`config.mk`:
```
export PLATFORM = sky130hd
export DESIGN_NAME = msir_irq_router
export DESIGN_NICKNAME = d
export VERILOG_FILES = /design/src/rtl/msir_irq_router.v
export VERILOG_INCLUDE_DIRS = /design/src /design/src/rtl
export SDC_FILE = /design/constraint.sdc
export NUM_CORES = 1
export LEC_CHECK = 0
export ABC_AREA = 1
export BUFFER_PORTS_ARGS = -buffer_cell sky130_fd_sc_hd__buf_2
export CAP_MARGIN = 20
export CORE_MARGIN = 2
export CORE_UTILIZATION = 51
export CTS_CLUSTER_SIZE = 12
export DETAILED_ROUTE_END_ITERATION = 8
export HOLD_SLACK_MARGIN = 0.1
export PLACE_DENSITY = 0.9
export SLEW_MARGIN = 0
export SYNTH_ARGS = -nofsm -noshare
export SYNTH_HDL_FRONTEND = slang
export SYNTH_SLANG_ARGS = --single-unit
```
`constraint.sdc`:
```
create_clock -name clk -period 2.9 [get_ports clk]
set_clock_uncertainty 0.1 [all_clocks]
set_input_delay 0.29 -clock clk [delete_from_list [all_inputs] [get_ports clk]]
set_output_delay 0.29 -clock clk [all_outputs]
set_load 0.02 [all_outputs]
```
`src/rtl/msir_defines.vh`:
```
// Constants for the motion sensor interrupt enable and routing block
// Contract
// - Enable bit 7 gates the auto-sleep/wake event.
// - Enable bit 6 gates the FIFO event.
// - Enable bit 5 gates the transient event.
// - Enable bit 4 gates the orientation event.
// - Enable bit 3 gates the pulse event.
// - Enable bit 2 gates the freefall/motion event.
// - Enable bit 0 gates the data-ready event.
// - All enable bits reset to zero.
// - An event flag passes on only while its enable bit is set.
// - Each enabled source goes to exactly one of two pins.
// - Route bit 0 selects second pin, 1 selects first pin.
// - Routing bits use the same positions as enable bits.
// - All routing bits reset to zero, so second pin by default.
// - A pin asserts when any enabled source routed to it is active.
// - Polarity bit at reset 0 makes an asserted pin drive low.
// - Pin is push-pull by default, open-drain selectable.
`ifndef MSIR_DEFINES_VH
`define MSIR_DEFINES_VH
// ==========================================================
// Register offsets
`define MSIR_ENABLE_MAP_ADDR 8'h2D
`define MSIR_PIN_ROUTING_ADDR 8'h2E
`define MSIR_SOURCE_STATUS_ADDR 8'h0C
// ==========================================================
// Fields and reset values
`define MSIR_SLEEP_WAKE_BIT 7
`define MSIR_FIFO_BIT 6
`define MSIR_TRANSIENT_BIT 5
`define MSIR_ORIENTATION_BIT 4
`define MSIR_PULSE_BIT 3
`define MSIR_FALL_MOTION_BIT 2
`define MSIR_SAMPLE_READY_BIT 0
`define MSIR_IMPLEMENTED_MASK 8'hFD
`define MSIR_ENABLE_RESET 8'h00
`define MSIR_ROUTING_RESET 8'h00
`endif

```
`src/rtl/msir_irq_router.v`:
```
// Interrupt enable and pin routing logic of the accelerometer
`timescale 1ns/1ps
`default_nettype none
`include "msir_defines.vh"
module msir_irq_router (
   input wire clk,
   input wire resetn,
   input wire regWrite,
   input wire [7:0] regAddr,
   input wire [7:0] regWriteData,
   output reg [7:0] regReadData,
   input wire [7:0] eventFlags,
   input wire irqPolaritySelect,
   input wire irqDriveTypeSelect,
   output wire firstIrqPinOut,
   output wire firstIrqPinOutEnableN,
   output wire secondIrqPinOut,
   output wire secondIrqPinOutEnableN,
   output reg [7:0] sourceStatus
);
   // ==========================================================
   // Registers
   reg [7:0] interruptEnableMap;
   reg [7:0] interruptPinRouting;
   reg firstActive;
   reg secondActive;
   wire [7:0] gatedFlags;
   wire [7:0] firstSet;
   wire [7:0] secondSet;
   wire firstLevel;
   wire secondLevel;
   // Per-source event names, bit 1 has no source behind it
   wire sleepWakeEvent;
   wire fifoEvent;
   wire transientEvent;
   wire orientationEvent;
   wire pulseEvent;
   wire fallMotionEvent;
   wire sampleReadyEvent;
   // Per-source enable bits
   wire sleepWakeIrqEnable;
   wire fifoIrqEnable;
   wire transientIrqEnable;
   wire orientationIrqEnable;
   wire pulseIrqEnable;
   wire fallMotionIrqEnable;
   wire sampleReadyIrqEnable;
   // Per-source routing bits
   wire sleepWakeIrqRoute;
   wire fifoIrqRoute;
   wire transientIrqRoute;
   wire orientationIrqRoute;
   wire pulseIrqRoute;
   wire fallMotionIrqRoute;
   wire sampleReadyIrqRoute;
   // Lanes rebuilt from the named bits
   wire [7:0] laneEvent;
   wire [7:0] laneEnable;
   wire [7:0] laneRoute;
   wire enableWriteHit;
   wire routingWriteHit;

   // ==========================================================
   // Write decode
   assign enableWriteHit = regWrite &
      (regAddr == `MSIR_ENABLE_MAP_ADDR);
   assign routingWriteHit = regWrite &
      (regAddr == `MSIR_PIN_ROUTING_ADDR);

   // ==========================================================
   // Event names
   // Detectors own their flags; this block only gates and steers
   assign sleepWakeEvent = eventFlags[`MSIR_SLEEP_WAKE_BIT];
   assign fifoEvent = eventFlags[`MSIR_FIFO_BIT];
   assign transientEvent = eventFlags[`MSIR_TRANSIENT_BIT];
   assign orientationEvent = eventFlags[`MSIR_ORIENTATION_BIT];
   assign pulseEvent = eventFlags[`MSIR_PULSE_BIT];
   assign fallMotionEvent = eventFlags[`MSIR_FALL_MOTION_BIT];
   assign sampleReadyEvent = eventFlags[`MSIR_SAMPLE_READY_BIT];

   // ==========================================================
   // Enable bits
   assign sleepWakeIrqEnable =
      interruptEnableMap[`MSIR_SLEEP_WAKE_BIT];
   assign fifoIrqEnable =
      interruptEnableMap[`MSIR_FIFO_BIT];
   assign transientIrqEnable =
      interruptEnableMap[`MSIR_TRANSIENT_BIT];
   assign orientationIrqEnable =
      interruptEnableMap[`MSIR_ORIENTATION_BIT];
   assign pulseIrqEnable =
      interruptEnableMap[`MSIR_PULSE_BIT];
   assign fallMotionIrqEnable =
      interruptEnableMap[`MSIR_FALL_MOTION_BIT];
   assign sampleReadyIrqEnable =
      interruptEnableMap[`MSIR_SAMPLE_READY_BIT];

   // ==========================================================
   // Routing bits, same positions as the enables
   assign sleepWakeIrqRoute =
      interruptPinRouting[`MSIR_SLEEP_WAKE_BIT];
   assign fifoIrqRoute =
      interruptPinRouting[`MSIR_FIFO_BIT];
   assign transientIrqRoute =
      interruptPinRouting[`MSIR_TRANSIENT_BIT];
   assign orientationIrqRoute =
      interruptPinRouting[`MSIR_ORIENTATION_BIT];
   assign pulseIrqRoute =
      interruptPinRouting[`MSIR_PULSE_BIT];
   assign fallMotionIrqRoute =
      interruptPinRouting[`MSIR_FALL_MOTION_BIT];
   assign sampleReadyIrqRoute =
      interruptPinRouting[`MSIR_SAMPLE_READY_BIT];

   // ==========================================================
   // Lane vectors
   // Bit 1 is tied to zero so nothing can ride the empty lane
   assign laneEvent = {
      sleepWakeEvent,
      fifoEvent,
      transientEvent,
      orientationEvent,
      pulseEvent,
      fallMotionEvent,
      1'b0,
      sampleReadyEvent
   };

   assign laneEnable = {
      sleepWakeIrqEnable,
      fifoIrqEnable,
      transientIrqEnable,
      orientationIrqEnable,
      pulseIrqEnable,
      fallMotionIrqEnable,
      1'b0,
      sampleReadyIrqEnable
   };

   assign laneRoute = {
      sleepWakeIrqRoute,
      fifoIrqRoute,
      transientIrqRoute,
      orientationIrqRoute,
      pulseIrqRoute,
      fallMotionIrqRoute,
      1'b0,
      sampleReadyIrqRoute
   };

   // Bit 1 is never stored, so it always reads back as zero
   always @(posedge clk or negedge resetn) begin
      if (!resetn) begin
         interruptEnableMap <= `MSIR_ENABLE_RESET;
         interruptPinRouting <= `MSIR_ROUTING_RESET;
      end else begin
         if (enableWriteHit) begin
            interruptEnableMap <=
               regWriteData & `MSIR_IMPLEMENTED_MASK;
         end
         if (routingWriteHit) begin
            interruptPinRouting <=
               regWriteData & `MSIR_IMPLEMENTED_MASK;
         end
      end
   end

   // ==========================================================
   // Gating and steering, one lane per source
   genvar i;
   generate
      for (i = 0; i < 8; i = i + 1) begin : lane
         // Positions 7..0, lane 1 carries only zeros
         assign gatedFlags[i] =
            laneEvent[i] & laneEnable[i];
         assign firstSet[i] =
            gatedFlags[i] & laneRoute[i];
         assign secondSet[i] =
            gatedFlags[i] & ~laneRoute[i];
      end
   endgenerate

   // Level follows the flags; no latching here, detectors hold them
   assign firstLevel = |firstSet;
   assign secondLevel = |secondSet;

   always @(posedge clk or negedge resetn) begin
      if (!resetn) begin
         firstActive <= 1'b0;
         secondActive <= 1'b0;
         sourceStatus <= 8'h00;
      end else begin
         firstActive <= firstLevel;
         secondActive <= secondLevel;
         sourceStatus <= gatedFlags & `MSIR_IMPLEMENTED_MASK;
      end
   end

   // ==========================================================
   // Pad drive: open-drain only pulls toward the asserted level
   assign firstIrqPinOut = firstActive ~^ irqPolaritySelect;
   assign secondIrqPinOut = secondActive ~^ irqPolaritySelect;
   assign firstIrqPinOutEnableN =
      irqDriveTypeSelect & ~firstActive;
   assign secondIrqPinOutEnableN =
      irqDriveTypeSelect & ~secondActive;

   // ==========================================================
   // Register read, unmapped addresses read zero
   always @* begin
      case (regAddr)
         `MSIR_ENABLE_MAP_ADDR: regReadData = interruptEnableMap;
         `MSIR_PIN_ROUTING_ADDR: regReadData = interruptPinRouting;
         `MSIR_SOURCE_STATUS_ADDR: regReadData = sourceStatus;
         default: regReadData = 8'h00;
      endcase
   end
endmodule
`default_nettype wire

```
; Word-level counts from Yosys, hierarchy flattened
; Index checks and enable logic that the tools add are counted.
; Widths: inputs -> output; s select.
[classes]
reduce_logical = 2
eq_ne = 3
mux = 1
bitwise_logic = 36
[ops]
columns = cell, n
row1 = $and 1x1->1, 25
row2 = $pmux 8 s3, 1
row3 = $eq 8x6->1 const B, 2
row4 = $reduce_or 7->1, 2
row5 = $not 1->1, 9
row6 = $eq 8x4->1 const B, 1
row7 = $xnor 1x1->1, 2
[word_totals]
ff_bits = 23
output_inout_bits = 20
word_cells = 47
inputBits = 29

; Longest topological paths before layout
[logic_depth]
depth_word = 3
mapped_depth = 7
mapped_depth_nobuf = 6

; Worst setup path after synthesis
; No wires, ideal clock.
[synth_path]
path_type = input to output
from = input port regAddr[3]
to = output port regReadData[4]
setup_slack_ps = 1528
required_time_ps = 2510
arrival_time_ps = 982
cell_stages = 5
cell_sequence = nand2_2 nor2_4 buf_6 nand3_1 nand3_1
[synth_between]
elab_chain_len = 2
elab_cells_between_ends = 4
cone_classes = eq/ne (3) / mux (1)
[synth_lines]
columns = element, line
row1 = "start, declared", msir_irq_router.v:9  ; input wire [7:0] regAddr,
row2 = $eq 8x4->1 / $eq 8x6->1 (equally long branches), msir_irq_router.v:211  ; case (regAddr)
row3 = $pmux 8 s3 *, msir_irq_router.v:211
row4 = "end, declared", msir_irq_router.v:11  ; output reg [7:0] regReadData,
; Mark *: on every way between the ends. The rest lies on a longest branch, timed or not.

; Worst setup path in the final report
[layout_path]
from = input port regAddr[6]
to = output port regReadData[5]
; Same word-level chain as after synthesis.

==> impl_metrics.tcl <==
set metrics [dict create \
    ys_ff_latch 23 \
    drt_pass1_iterations 4 \
    clkTransAtPathRegs_ns 0.12 \
    met2_length_mm 1.31 \
    overflow 0 \
    routed_wl_mm 2.79 \
    die_h_um 54.7 \
    num_io_pins 49 \
    cts_tree "yes" \
    cp-end-kind "output pin" \
    via_count 1216 \
    setup_viol 0 \
    worstHoldPathType "input pin to flop" \
    drt_iter0_drc 45 \
    dr.max_layer_used "met4" \
    cts_setup_buffers 0 \
    avgRoutedWirePerCell_um 11.7 \
    layout-drive-gt1-share_pct 28.2 \
    netlist_area_um2 1310 \
    critPathKind "input pin to output pin" \
    cap_violations 0 \
    area_growth_syn_to_layout_pct 16.8 \
    outcome "finished, final reports clean" \
    ys_seq_area_share_pct 43.9 \
    worstSkewPairLatency_ns 0.31 \
    cts_sinks 23 \
    rsz0062_at_grt "false" \
    min_period_over_period_pct 66.5 \
    dieArea_um2 2990 \
    antenna_cells 0 \
    detail-route-antenna-nets 0 \
    met3_length_um 219 \
    first_global_vias 1006 \
    p_leak_nw 0.912 \
    cts_made_buffers 3 \
    fp.dieW_um 54.7 \
    start_util_pct 53.4 \
    final.setup.tns_ns 0 \
    grt_max_degree 30 \
    postSynthCellCount 168 \
    rows 18 \
    grt_use_total_pct 20.3 \
    worstSetupStartpointType "input pin" \
    ctsResizeCount 0 \
    cts.htree.levels 1 \
    syn_avg_cell_area_um2 7.80 \
    cts_root_buf "clkbuf_4" \
    final_util_pct 62.3 \
    layout_common_cells "52 x nand2_1, 44 x buf_2, 28 x nand3_1" \
    m1WireLength_mm 1.23 \
    cts_hold_buf 1 \
    power_density_nw_per_um2 381 \
    tightest_slew_ns 0.675 \
    core_area_um2 2450 \
    hold_viol 0 \
    synth_cell_types 22 \
    timing.fmax_mhz 519 \
    grt_pass1_wl_mm 4.33 \
    yosys_warnings 0 \
    io_buffers 44 \
    maxSlewViolCount 0 \
    clk_path_buf_depth 2 \
    finalHoldWorstSlack_ns 0.104 \
    required_ns 2.51 \
    antenna_found_initial 0 \
    drc 0 \
    fin_crit_ns 1.93 \
    dp_hpwl_mm 2.07 \
    cp.arrival_ns 1.54 \
    finalNetCount 239 \
    relSlewSlack_pct 54.9 \
    critPathMaxFanout 29 \
    vdd_drop_max_mv 0.272 \
    final_common_cell "nand2_1" \
    via_per_inst 5.09 \
    routabilityCongestion 0.777 \
]
-- state kept, by name (all words and copies together), names as in the netlist --
register / flops
interruptEnableMap: 7
interruptPinRouting: 7
sourceStatus: 7
firstActive: 1
secondActive: 1
-- worst paths after layout --
check | from | end | slack (ns) | cells past startpoint
worst min-delay path | eventFlags[4] | sourceStatus[4]$_DFF_PN0_ | 0.10 | 3
worst min register to register | interruptEnableMap[5]$_DFFE_PN0P_ | interruptEnableMap[5]$_DFFE_PN0P_ | 0.41 | 2
max in group asynchronous | resetn | interruptEnableMap[4]$_DFFE_PN0P_ | 1.98 | 2
min in group asynchronous | resetn | sourceStatus[6]$_DFF_PN0_ | 0.37 | 2
worst max register to register | interruptEnableMap[0]$_DFFE_PN0P_ | firstActive$_DFF_PN0_ | 1.85 | 6
worst max-delay path | regAddr[6] | regReadData[5] | 0.97 | 7
-- critical path, stage by stage --
cell and delay, ns:
buf_2 0.10, inv_1 0.04, nand2_1 0.10, nor2_4 0.54, nand3_1 0.15, nand3_1 0.14, buf_2 0.17
-- synth_stat cells --
| library cell | instances | share of area, % |
|---|---|---|
| a21oi_1 | 1 | 0.38 |
| buf_2 | 2 | 0.76 |
| buf_4 | 2 | 1.1 |
| buf_6 | 3 | 2.6 |
| buf_8 | 1 | 1.1 |
| clkbuf_2 | 1 | 0.38 |
| conb_1 | 1 | 0.29 |
| dfrtp_1 | 23 | 44 |
| inv_1 | 15 | 4.3 |
| inv_2 | 2 | 0.57 |
| nand2_1 | 52 | 15 |
| nand2_2 | 2 | 0.95 |
| nand3_1 | 28 | 11 |
| nand3_4 | 2 | 2.7 |
| nand4_1 | 14 | 6.7 |
| nor2_1 | 9 | 2.6 |
| nor2_2 | 1 | 0.48 |
| nor2_4 | 3 | 2.6 |
| nor3_1 | 1 | 0.38 |
| o21ai_0 | 2 | 0.76 |
| or2_2 | 1 | 0.48 |
| xnor2_1 | 2 | 1.3 |
-- report_power, final --
| part | total, mW | internal (mW) | leakage (nW) | switching (mW) |
|---|---|---|---|---|
| registers | 0.347 | 0.335 | 0.318 | 0.0119 |
| logic | 0.0914 | 0.0324 | 0.576 | 0.0590 |
| clock network | 0.145 | 0.0515 | 0.0177 | 0.0933 |
| total | 0.583 | 0.419 | 0.912 | 0.164 |
-- per-stage QoR --
step | worst slack, ns | power, mW | std cells | instance area, um^2
floorplan | 1.53 | 0.407 | 169 | 1310
global placement | 1.02 | 0.441 | 234 | 1490
detailed placement | 0.986 | 0.443 | 234 | 1490
CTS | 0.986 | 0.583 | 239 | 1530
global route | 0.889 | 0.610 | 239 | 1530
finish | 0.972 | 0.583 | 239 | 1530
-- kinds of logic after synthesis --
kind of cell | after synthesis | share of synthesized area [%]
AO/OA/AOI/OAI | 3 | 1.15
XOR/XNOR | 2 | 1.34
buffers and inverters | 26 | 10.9
flip-flops | 23 | 43.9
other | 1 | 0.286
AND/OR/NAND/NOR | 113 | 42.4
-- routing by layer --
| layer | vias up | track usage, % |
|---|---|---|
| li1 | 624 | - |
| met1 | 543 | 27.4 |
| met2 | 45 | 33.5 |
| met3 | 4 | 3.01 |
| met4 | 0 | 6.25 |
| met5 | - | 0 |
-- cell type report --
class | count | area [um^2]
Tap cell | 30 | 37.5
Sequential cell | 23 | 576
Clock inverter | 1 | 5.00
Fill cell | 234 | 925
Clock buffer | 3 | 22.5
Inverter | 17 | 63.8
Timing Repair Buffer | 45 | 230
Multi-Input combinational cell | 120 | 596
No activity file was read; power rests on OpenSTA's default activity.
